**src/hdl/mtrl_pkg.sv**
```systemverilog
package mtrl_pkg;

   // ==========================================================
   // Sizes
   localparam int MTRL_PA_W = 36;
   localparam int MTRL_ADDR_LSB = 12;
   localparam int MTRL_MASK_W = MTRL_PA_W - MTRL_ADDR_LSB;
   localparam int MTRL_NUM_VAR = 8;
   localparam int MTRL_NUM_FIX = 11;

   typedef logic [7:0] mtrl_type_t;

   // ==========================================================
   // Memory type encodings
   localparam mtrl_type_t MTRL_TYPE_UNCACHEABLE = 8'h00;
   localparam mtrl_type_t MTRL_TYPE_WRITE_COMBINING = 8'h01;
   localparam mtrl_type_t MTRL_TYPE_WRITE_THROUGH = 8'h04;
   localparam mtrl_type_t MTRL_TYPE_WP = 8'h05;
   localparam mtrl_type_t MTRL_TYPE_WRITE_BACK = 8'h06;

   // ==========================================================
   // Register indices
   localparam logic [4:0] MTRL_IDX_CAP = 5'h00;
   localparam logic [4:0] MTRL_IDX_DEF = 5'h01;
   localparam logic [4:0] MTRL_IDX_FIX_FIRST = 5'h02;
   localparam logic [4:0] MTRL_IDX_FIX_LAST = 5'h0c;
   localparam logic [4:0] MTRL_IDX_VAR_FIRST = 5'h0d;
   localparam logic [4:0] MTRL_IDX_VAR_LAST = 5'h1c;

   // ==========================================================
   // Field positions and fixed values
   localparam int MTRL_CAP_FIX_BIT = 8;
   localparam int MTRL_CAP_WRITE_COMBINING_BIT = 10;
   localparam int MTRL_DEF_FIXED_RANGES_ENABLE_BIT = 10;
   localparam int MTRL_DEF_EN_BIT = 11;
   localparam int MTRL_MASK_VALID_BIT = 11;
   localparam int MTRL_FEAT_BIT = 12;
   localparam logic [7:0] MTRL_VARIABLE_RANGE_COUNT = 8'h08;
   localparam logic MTRL_FIX_SUPPORTED = 1'b1;
   localparam logic MTRL_WRITE_COMBINING_SUPPORTED = 1'b1;
   localparam logic [63:0] MTRL_CAP_VALUE = 64'h0000_0000_0000_0508;

   // ==========================================================
   // Fixed area layout
   localparam logic [19:0] MTRL_FIX16K_START = 20'h80000;
   localparam logic [19:0] MTRL_FIX4K_START = 20'hc0000;
   localparam logic [3:0] MTRL_FIX16K_REG = 4'h1;
   localparam logic [3:0] MTRL_FIX4K_REG = 4'h3;

   // ==========================================================
   // Reset values
   localparam mtrl_type_t MTRL_DEF_TYPE_RST = 8'h00;
   localparam logic MTRL_EN_RST = 1'b0;
   localparam logic [MTRL_NUM_VAR-1:0] MTRL_VALID_RST = 8'h00;

   // ==========================================================
   // Carriers
   typedef struct packed {
      logic req;
      logic wr;
      logic [4:0] idx;
      logic [63:0] wdata;
   } mtrl_msr_req_s;

   typedef struct packed {
      logic ack;
      logic gp_fault;
      logic [63:0] rdata;
   } mtrl_msr_rsp_s;

   typedef struct packed {
      mtrl_type_t def_type;
      logic fixed_ranges_enable;
      logic en;
      logic [MTRL_NUM_FIX-1:0][63:0] fixed;
      logic [MTRL_NUM_VAR-1:0][MTRL_MASK_W-1:0] base;
      logic [MTRL_NUM_VAR-1:0][7:0] btype;
      logic [MTRL_NUM_VAR-1:0][MTRL_MASK_W-1:0] mask;
      logic [MTRL_NUM_VAR-1:0] valid;
   } mtrl_cfg_s;

   function automatic logic mtrl_type_legal(input mtrl_type_t t);
      return (t == MTRL_TYPE_UNCACHEABLE) || (t == MTRL_TYPE_WRITE_COMBINING) ||
             (t == MTRL_TYPE_WRITE_THROUGH) || (t == MTRL_TYPE_WP) || (t == MTRL_TYPE_WRITE_BACK);
   endfunction

endpackage

```
**src/hdl/mtrl_resolve.sv**
```systemverilog
`timescale 1ns/1ns
module mtrl_resolve import mtrl_pkg::*; (
   // Lookup
   input wire logic [MTRL_PA_W-1:0] addr_i,
   input wire mtrl_cfg_s cfg_i,
   output mtrl_type_t type_o
);

   // ==========================================================
   // Fixed sub-range select
   function automatic mtrl_type_t fix_type(input logic [MTRL_NUM_FIX-1:0][63:0] fx, input logic [19:0] a);
      logic [3:0] r;
      logic [2:0] b;
      begin
         if (a < MTRL_FIX16K_START) begin
            r = 4'h0;
            b = a[18:16];
         end else if (a < MTRL_FIX4K_START) begin
            r = MTRL_FIX16K_REG + {3'b000, a[17]};
            b = a[16:14];
         end else begin
            r = MTRL_FIX4K_REG + {1'b0, a[17:15]};
            b = a[14:12];
         end
         return fx[r][{b, 3'b000} +: 8];
      end
   endfunction

   // ==========================================================
   // Resolution
   always_comb begin
      logic hit;
      logic any_uncacheable;
      logic any_write_through;
      logic any_other;
      logic first_mb;
      mtrl_type_t first;
      hit = 1'b0;
      any_uncacheable = 1'b0;
      any_write_through = 1'b0;
      any_other = 1'b0;
      first = MTRL_TYPE_UNCACHEABLE;
      first_mb = (addr_i[MTRL_PA_W-1:20] == '0);
      for (int k = 0; k < MTRL_NUM_VAR; k++) begin
         if (cfg_i.valid[k] &&
             ((addr_i[MTRL_PA_W-1:MTRL_ADDR_LSB] & cfg_i.mask[k]) ==
              (cfg_i.base[k] & cfg_i.mask[k]))) begin
            if (!hit) begin
               first = cfg_i.btype[k];
            end
            hit = 1'b1;
            any_uncacheable = any_uncacheable | (cfg_i.btype[k] == MTRL_TYPE_UNCACHEABLE);
            any_write_through = any_write_through | (cfg_i.btype[k] == MTRL_TYPE_WRITE_THROUGH);
            any_other = any_other | ((cfg_i.btype[k] != MTRL_TYPE_WRITE_THROUGH) &&
                                     (cfg_i.btype[k] != MTRL_TYPE_WRITE_BACK));
         end
      end
      if (!cfg_i.en) begin
         type_o = MTRL_TYPE_UNCACHEABLE;
      end else if (cfg_i.fixed_ranges_enable && first_mb) begin
         type_o = fix_type(cfg_i.fixed, addr_i[19:0]);
      end else if (hit) begin
         // Undefined overlaps fall back to the lowest numbered range
         if (any_uncacheable) begin
            type_o = MTRL_TYPE_UNCACHEABLE;
         end else if (any_write_through && !any_other) begin
            type_o = MTRL_TYPE_WRITE_THROUGH;
         end else begin
            type_o = first;
         end
      end else begin
         type_o = cfg_i.def_type;
      end
   end

endmodule // mtrl_resolve

```
**src/hdl/mtrl_unit.sv**
```systemverilog
`timescale 1ns/1ns
// Summary of operation
// - Capability register low byte reports eight variable ranges; register is read-only.
// - Capability bit 8 shows fixed-range registers exist.
// - Capability bit 10 shows write-combining type is available.
// - Writing capability register faults; bit 9 and bits 11 up reserved.
// - Capability register always reads constant 508h.
// - Default type accepts only 0,1,4,5,6; others fault.
// - With fixed enable set, fixed types apply and beat variable ranges.
// - With fixed enable clear, variable ranges may type the first megabyte.
// - Global enable clear gives uncacheable everywhere; set gives default when unmatched.
// - Nonzero write to default bits 8, 9 or 12 up faults.
// - Eleven 64-bit fixed registers, each eight byte-wide type fields.
// - First fixed register covers 0 to 7FFFFh in 64 KB pieces.
// - Two registers cover 80000h to BFFFFh in 16 KB pieces.
// - Eight registers cover C0000h to FFFFFh in 4 KB pieces.
// - Lowest sub-range uses bits 7:0, each higher sub-range next byte.
// - Eight variable ranges, each a base register paired with a mask register.
// - Base register low byte holds the matched range's type.
// - Base field from bit 12 upward, zero extended for 4 KB alignment.
// - Address matches when address AND mask equals base AND mask.
// - Mask field is 24 bits for 36-bit addresses; upper bits reserved.
// - Mask bit 11 is the pair's valid flag.
// - Feature word bit 12 reports the mechanism is implemented.
// - Types are 00h,01h,04h,05h,06h; other encodings fault.
// - Overlapping matches: uncacheable wins, write-through beats write-back.
// - Reset clears all valid flags and the global enable.
module mtrl_unit import mtrl_pkg::*; (
   // Clock and reset
   input wire logic clk_i,
   input wire logic nrst_i,
   // Model register read and write port
   input wire mtrl_msr_req_s msr_req_i,
   output mtrl_msr_rsp_s msr_rsp_o,
   // Memory type lookup
   input wire logic lkp_req_i,
   input wire logic [MTRL_PA_W-1:0] lkp_addr_i,
   output logic lkp_valid_o,
   output mtrl_type_t lkp_type_o,
   // Feature word
   output logic [31:0] feature_word_o
);

   typedef struct packed {
      mtrl_cfg_s cfg;
      mtrl_msr_rsp_s rsp;
      logic lkp_valid;
      mtrl_type_t lkp_type;
   } mtrl_state_s;

   mtrl_state_s st_reg;
   mtrl_state_s st_next;
   mtrl_type_t resolved;

   // ==========================================================
   // Helpers
   function automatic logic [2:0] var_slot(input logic [4:0] idx);
      logic [4:0] d;
      begin
         d = idx - MTRL_IDX_VAR_FIRST;
         return d[3:1];
      end
   endfunction

   function automatic logic var_is_mask(input logic [4:0] idx);
      logic [4:0] d;
      begin
         d = idx - MTRL_IDX_VAR_FIRST;
         return d[0];
      end
   endfunction

   function automatic logic fix_legal(input logic [63:0] v);
      logic ok;
      begin
         ok = 1'b1;
         for (int b = 0; b < 8; b++) begin
            ok = ok & mtrl_type_legal(v[8*b +: 8]);
         end
         return ok;
      end
   endfunction

   function automatic logic [63:0] cap_word();
      logic [63:0] c;
      begin
         c = '0;
         c[7:0] = MTRL_VARIABLE_RANGE_COUNT;
         c[MTRL_CAP_FIX_BIT] = MTRL_FIX_SUPPORTED;
         c[MTRL_CAP_WRITE_COMBINING_BIT] = MTRL_WRITE_COMBINING_SUPPORTED;
         return c;
      end
   endfunction

   // ==========================================================
   // Lookup path
   mtrl_resolve u_resolve (
      .addr_i(lkp_addr_i),
      .cfg_i(st_reg.cfg),
      .type_o(resolved)
   );

   // ==========================================================
   // Next state
   always_comb begin
      logic [63:0] wd;
      logic [63:0] rd;
      logic fault;
      logic [2:0] n;
      logic [3:0] f;
      st_next = st_reg;
      wd = msr_req_i.wdata;
      rd = '0;
      fault = 1'b0;
      n = var_slot(msr_req_i.idx);
      f = 4'(msr_req_i.idx - MTRL_IDX_FIX_FIRST);

      // Lookup answers on the next edge using settings before any same-cycle write
      st_next.lkp_valid = lkp_req_i;
      st_next.lkp_type = lkp_req_i ? resolved : st_reg.lkp_type;

      st_next.rsp.ack = msr_req_i.req;
      st_next.rsp.gp_fault = 1'b0;
      if (msr_req_i.req) begin
         if (msr_req_i.idx == MTRL_IDX_CAP) begin
            rd = cap_word();
            fault = msr_req_i.wr;
         end else if (msr_req_i.idx == MTRL_IDX_DEF) begin
            rd[7:0] = st_reg.cfg.def_type;
            rd[MTRL_DEF_FIXED_RANGES_ENABLE_BIT] = st_reg.cfg.fixed_ranges_enable;
            rd[MTRL_DEF_EN_BIT] = st_reg.cfg.en;
            if (msr_req_i.wr) begin
               fault = !mtrl_type_legal(wd[7:0]) ||
                       (wd[9:8] != 2'b00) || (wd[63:12] != '0);
               if (!fault) begin
                  st_next.cfg.def_type = wd[7:0];
                  st_next.cfg.fixed_ranges_enable = wd[MTRL_DEF_FIXED_RANGES_ENABLE_BIT];
                  st_next.cfg.en = wd[MTRL_DEF_EN_BIT];
               end
            end
         end else if (msr_req_i.idx <= MTRL_IDX_FIX_LAST) begin
            rd = st_reg.cfg.fixed[f];
            if (msr_req_i.wr) begin
               fault = !fix_legal(wd);
               if (!fault) begin
                  st_next.cfg.fixed[f] = wd;
               end
            end
         end else if (msr_req_i.idx <= MTRL_IDX_VAR_LAST) begin
            if (var_is_mask(msr_req_i.idx)) begin
               rd[MTRL_PA_W-1:MTRL_ADDR_LSB] = st_reg.cfg.mask[n];
               rd[MTRL_MASK_VALID_BIT] = st_reg.cfg.valid[n];
               if (msr_req_i.wr) begin
                  // Upper mask bits are reserved at 36-bit addressing
                  fault = (wd[63:MTRL_PA_W] != '0) || (wd[10:0] != '0);
                  if (!fault) begin
                     st_next.cfg.mask[n] = wd[MTRL_PA_W-1:MTRL_ADDR_LSB];
                     st_next.cfg.valid[n] = wd[MTRL_MASK_VALID_BIT];
                  end
               end
            end else begin
               rd[MTRL_PA_W-1:MTRL_ADDR_LSB] = st_reg.cfg.base[n];
               rd[7:0] = st_reg.cfg.btype[n];
               if (msr_req_i.wr) begin
                  fault = (wd[63:MTRL_PA_W] != '0) || (wd[11:8] != 4'h0) ||
                          !mtrl_type_legal(wd[7:0]);
                  if (!fault) begin
                     st_next.cfg.base[n] = wd[MTRL_PA_W-1:MTRL_ADDR_LSB];
                     st_next.cfg.btype[n] = wd[7:0];
                  end
               end
            end
         end else begin
            // Unimplemented index faults on read and write alike
            fault = 1'b1;
         end
         st_next.rsp.gp_fault = fault;
         st_next.rsp.rdata = (msr_req_i.wr || fault) ? 64'h0000_0000_0000_0000 : rd;
      end
   end

   // ==========================================================
   // State register
   always_ff @(posedge clk_i or negedge nrst_i) begin
      if (!nrst_i) begin
         // Undefined-at-reset fields are cleared for determinism
         st_reg <= '0;
         st_reg.cfg.def_type <= MTRL_DEF_TYPE_RST;
         st_reg.cfg.en <= MTRL_EN_RST;
         st_reg.cfg.valid <= MTRL_VALID_RST;
      end else begin
         st_reg <= st_next;
      end
   end

   // ==========================================================
   // Outputs
   assign msr_rsp_o = st_reg.rsp;
   assign lkp_valid_o = st_reg.lkp_valid;
   assign lkp_type_o = st_reg.lkp_type;
   assign feature_word_o = 32'h0000_0001 << MTRL_FEAT_BIT;

endmodule // mtrl_unit

```
**config.mk**
```make
export PLATFORM = sky130hd
export DESIGN_NAME = mtrl_unit
export DESIGN_NICKNAME = d
export VERILOG_FILES = /design/src/hdl/mtrl_pkg.sv /design/src/hdl/mtrl_resolve.sv /design/src/hdl/mtrl_unit.sv
export SDC_FILE = /design/constraint.sdc
export NUM_CORES = 2
export LEC_CHECK = 0
export BUFFER_PORTS_ARGS = -buffer_cell sky130_fd_sc_hd__buf_2
export CAP_MARGIN = 20
export CORE_ASPECT_RATIO = 0.7
export CORE_UTILIZATION = 44
export DETAILED_ROUTE_END_ITERATION = 8
export GPL_ROUTABILITY_DRIVEN = 1
export RECOVER_POWER = 100
export SLEW_MARGIN = 25
export SYNTH_ARGS = -nofsm -noshare
export SYNTH_HDL_FRONTEND = slang
export SYNTH_SLANG_ARGS = --single-unit
```
**constraint.sdc**
```tcl
create_clock -name clk_i -period 5.88 [get_ports clk_i]
set_input_delay 0.882 -clock clk_i [delete_from_list [all_inputs] [get_ports clk_i]]
set_output_delay 0.882 -clock clk_i [all_outputs]
set_load 0.1 [all_outputs]
```
== Word level (Yosys, flattened, before mapping) ==
Index checks and enable logic that the tools add are counted.

* Output and inout bits: 107
* Bits in registers: 1,245
* Word-level logic and storage cells: 373
* Bits of input ports: 110

* Order comparisons: 9
* Reduce and logical (&&, ||, !) cells: 88
* Mux-type cells: 111
* Eq/ne operators: 65
* Bitwise operators: 51
* Shifts and indexed selects: 1
* Add/subtract/negate cells: 4

{| class="wikitable"
|+ Operators with widths
! kind !! number
|-
| $bwmux 704 || 1
|-
| $bmux 64 s4 || 2
|-
| $and 24x24->24 || 16
|-
| $bwmux 192 || 2
|-
| $mux 64 || 5
|-
| $demux 64 s4 || 1
|-
| $eq 8x3->1 const B || 32
|-
| $mux 8 || 26
|-
| $eq 24x24->1 || 8
|-
| $bmux 24 s3 || 2
|-
| $logic_not 8->1 || 16
|-
| $ne 8x3->1 const B || 16
|-
| $mux 24 || 4
|-
| $demux 24 s3 || 1
|-
| $mux 65 || 1
|-
| $bwmux 64 || 1
|-
| $eq 8x1->1 const B || 8
|-
| $shiftx 64x7->8 || 1
|-
| $mux 52 || 1
|-
| $reduce_bool 52->1 || 1
|-
| $mux 25 || 2
|-
| $mux 1 || 45
|-
| $lt 20x20->1 const B || 2
|-
| $logic_or 1x1->1 || 38
|-
| other kinds (34) || 97
|}

== Longest topological paths before layout ==
* Word-level depth: 25
* Gate-level depth with buffers: 17

== By module ==
Synthesis repeated with hierarchy kept, for this count alone.

* Cell total of the unflattened synthesis: 5,870
* Area total of the unflattened synthesis: 66,905.4 um^2

{| class="wikitable"
|+ Modules (own cells, without submodules)
! module !! cells each !! instances !! area each (um^2)
|-
| mtrl_unit || 3,980 || 1 || 55,122.9
|-
| mtrl_resolve || 1,890 || 1 || 11,782.6
|}

== Least setup slack after synthesis ==
OpenSTA, ideal clock, no wires.

* Path kind: input-to-reg
* Start: input msr_req_i[65] (netlist bit)
* End: register st_reg[210] (netlist bit)
* Cell stages on the path: 13
* Path slack: 1.419 ns
* Data arrival time: 4.337 ns
* Data required time: 5.755 ns
* Library setup time: 0.125 ns
* Path through: clkbuf_1 > clkbuf_1 > clkbuf_1 > clkbuf_1 > inv_1 > ha_1 > a21oi_1 > xnor2_1 > clkbuf_1 > clkbuf_1 > nand3_1 > clkbuf_1 > mux2_2

* Word-level cells in the longest chain between the ends: 6

{| class="wikitable"
|+ RTL lines
! item !! RTL line !! RTL
|-
| start: declaration || mtrl_unit.sv:33 || <nowiki>input wire mtrl_msr_req_s msr_req_i,</nowiki>
|-
| $sub 4x4->4 || -- ||
|-
| $lt 3x4->1 (not written as such) / $ge 3x1->1 (equally long branches) || mtrl_unit.sv:157 || <nowiki>st_next.cfg.mask[n] = wd[MTRL_PA_W-1:MTRL_ADDR_LSB];</nowiki>
|-
| $logic_and 1x1->1 (not written as such) || mtrl_unit.sv:157 ||
|-
| $mux 24 (not written as such) || mtrl_unit.sv:157 ||
|-
| $demux 24 s3 || mtrl_unit.sv:157 ||
|-
| $bwmux 192 || mtrl_unit.sv:157 ||
|-
| end signal: assignment || mtrl_unit.sv:192 || <nowiki>st_reg <= st_next;</nowiki>
|-
| end: declaration || mtrl_unit.sv:51 || <nowiki>mtrl_state_s st_reg;</nowiki>
|}

Several ways; a longest one is shown, not always the timed one.
A chain may end at the register's enable or synchronous reset.

== Final worst setup path ==
* Start: input msr_req_i[64] (netlist bit)
* End: register st_reg[277] (netlist bit)

* Word-level cells in the longest chain between the ends: 6

{| class="wikitable"
|+ RTL lines
! item !! RTL line !! RTL
|-
| $sub 4x4->4 || mtrl_unit.sv:68 || <nowiki>d = idx - MTRL_IDX_VAR_FIRST;</nowiki>
|-
| $lt 3x4->1 (not written as such) / $ge 3x1->1 (equally long branches) || mtrl_unit.sv:169 || <nowiki>st_next.cfg.btype[n] = wd[7:0];</nowiki>
|-
| $logic_and 1x1->1 (not written as such) || mtrl_unit.sv:169 ||
|-
| $mux 8 (not written as such) || mtrl_unit.sv:169 ||
|-
| $demux 8 s3 || mtrl_unit.sv:169 ||
|-
| $bwmux 64 || mtrl_unit.sv:169 ||
|}

Several ways; a longest one is shown, not always the timed one.

==> impl_metrics.csv <==
group,metric,value,unit
run_status,status,"finished with violations",
run_status,violations,"DRC, capacitance limit, slew limit",
drt,dr_wl_met3,44790,µm
layout,area_growth,10.78,%
synth,synthMuxAreaShare,0.1988,
clock_network,cts_sinks,1245,
synth,synth-adder-area-share,0.001710,
layout,final_util,0.4920,
synth,synth_most_common_cell,"dfrtp_1",
timing,worstMarginPinSlew,3.407,ns
drt,avgRoutedWirePerCell,35.99,µm
placed_design,port_buffers,172,
die,rows,118,
synth,synth_xor_area_frac,0.02659,
synth,async_flop_share,1.000,
pwr,power.density,275.5,nW/µm²
clock_network,cts-resized-gates,0,
layout,largest_register_ffs,1170,
clock_network,clockRootBuffer,"clkbuf_16",
pwr,leakagePower,33.56,nW
drt,wl_met2,108300,µm
timing,final-setup-viol-count,0,
die,dieArea,151200,µm²
synth,synth_top_area_cell,"dfrtp_1",
synth,synthSimpleGateAreaFrac,0.1465,
timing,slew_violations,1095,
clock_network,h-tree-depth,4,
layout,nets,6043,
pwr,p_total,0.02009,W
setup_path,worstSetupPathType,"input pin to flop",
drt,route.detailed.drc,8,
timing,fin_crit_sh,0.8878,
setup_path,crit_arrival,5.75,ns
synth,netlist.area_leader.share,0.4732,
drt,top_layer_used,"met5",
clock_network,post_cts_buffers,0,
die,die_x,464.3,µm
drt,routed_via_density,6.607,
grt,grt_remaining_overflow,0,
setup_path,r2r_setup_slack,0.77,ns
synth,syn_avg_cell_area,11.06,µm²
setup_path,worstSetupEndpointType,"flop",
drt,dr.first_iter.drc_count,8109,
synth,synth_top_family_by_area,"multiplexers",
synth,synth_common_cells,"1,245 x dfrtp_1, 718 x nand2_1, 652 x mux2_2",
synth,synth_ff_type,"dfrtp_1",
timing,grt_setup_unrepaired,"no",
timing,fin_tns_setup,0,ns
timing,hold_slack,0.4855,ns
timing,hold_viol_final,0,
grt,grt_max_degree,162,
clock_network,clock_latency,0.82,ns
setup_path,crit_path_start_kind,"input pin",
grt,grt_pass1_wl,402200,µm
layout,design_area,72940,µm²
flow_run,maxCapViolations,30,
placed_design,hpwl,202600,µm
drt,met1_length,126600,µm
synth,syn_inst,5954,
synth,yosysUniqueCellTypes,88,
timing,timing.fmax,0.1916,GHz
die,initial_core_util,0.4442,
timing,finClkSkew,0.02578,ns
setup_path,cp_slowest_cell,"clkbuf_1",
synth,synth-compound-area-share,0.1055,
timing,relSlewSlack,-1.272,
layout,drive_gt1_frac,0.2406,
clock_network,path_clk_slew,0.06,ns
drt,vias,53030,
clock_network,cts_tree,"done",
die,core_area,148200,µm²
synth,synth_edf_count,0,
clock_network,clockBufferDepth,3,
placed_design,place_area,68850,µm²
die,die_h,325.6,µm
synth,synth_area_leaders,"dfrtp_1 47%, mux2_2 11%, mux4_2 7.7%",
synth,ys_seq_area_frac,0.4732,
grt,grt_pass1_vias,49640,
setup_path,critPathMaxFanout,38,
drt,wl,288800,µm
synth,yosys_warnings,0,
grt,grt_usage,0.3775,
drt,ant_nets,0,
clock_network,cts_buffers,133,
synth,synth_seq_cells,1245,
synth,synth_area,65840,µm²
setup_path,cp_cell_sequence,"buf_8 > inv_1 > ha_4 > and2_0 > nor2_1 > and4_1 > nand3_1 > clkbuf_1 > o21ai_0",
drt,drtPass1Iterations,8,
grt,antenna_found_initial,26,
pwr,ir_drop,0.3202,mV
worst_hold_path,hp-class,"flop to flop",
setup_path,critPathRequiredTime,6.41,ns
die,ios,217,
timing,fin_crit,5.220,ns
placed_design,place_congestion,1.081,
setup_path,crit_path_max_incr_delay,2.28,ns
clock_network,ctsHoldBuffers,0,
[cells by family after synthesis]
family	after synthesis
simple gates	1919
flops	1245
compound gates	995
mux	940
buf+inv	645
xor+xnor	199
fa+ha+maj	9
other cells	2
[layout make-up]
type | instances | area (µm²)
fillers | 13530 | 75290
multi-input cells | 4094 | 31830
flip-flops and latches | 1245 | 31150
clock buffers | 186 | 3859
repair buffers | 408 | 2778
well taps | 1980 | 2477
clock inverters | 55 | 636.9
inverters | 42 | 157.7
diodes | 16 | 40.04
[through the flow]
step | setup slack [ns] | instances
2_1_floorplan | 1.419 | 5984
3_3_place_gp | 1.085 | 7767
3_5_place_dp | 1.011 | 7768
4_1_cts | 1.586 | 8009
5_1_grt | 0.7507 | 8015
6_report | 0.6597 | 8026
[worst paths after layout]
kind                               startpoint       endpoint  cells after the start
worst max-delay path            msr_req_i[64]    st_reg[277]                      9
worst min-delay path            msr_rsp_o[53]  msr_rsp_o[53]                      1
worst max register to register    st_reg[433]  lkp_type_o[2]                     10
worst min register to register  msr_rsp_o[53]  msr_rsp_o[53]                      1
max in group asynchronous              nrst_i    st_reg[125]                      3
min in group asynchronous              nrst_i    st_reg[561]                      1
[report_power, final]
group | switching, W | leakage, nW | internal (W)
clock | 0.00388 | 2.22 | 0.00499
combinational | 0.00204 | 14.0 | 0.000572
sequential | 0.0000322 | 17.4 | 0.00859
[metal layers]
layer  vias to the layer above  track usage
li1                      21370            -
met1                     27760       0.5708
met2                      3417       0.4713
met3                       480       0.1727
met4                        12       0.1086
met5                         -            0
[cells in the final DEF, fill, tap and decap left out, types with 13 or more instances in the layout]
cell	instances
a211oi_1	88
a21oi_1	128
a221o_1	26
a221oi_1	42
a22oi_1	185
a311oi_1	29
a31oi_1	71
and2_0	232
and2_1	271
and3_1	70
buf_12	30
buf_2	91
buf_4	156
clkbuf_1	141
clkbuf_16	134
clkbuf_8	31
clkinv_2	27
conb_1	32
dfrtp_1	1245
diode_2	16
inv_1	41
mux2_1	21
mux2_2	652
mux2i_1	40
mux4_2	225
nand2_1	717
nand3_1	176
nand4_1	60
nor2_1	191
nor3_1	62
nor4_1	35
o2111ai_1	13
o211ai_1	39
o21ai_0	168
o221ai_1	20
o22ai_1	40
o2bb2ai_1	36
or4_1	15
xor2_1	189
[worst max-delay path, delay by kind of cell]
kind | cells | cell delay, ns
buf+inv | 3 | 2.65
compound gates | 1 | 0.35
simple gates | 4 | 1.49
fa+ha+maj | 1 | 0.23
Power figures use the tool's default switching activity.
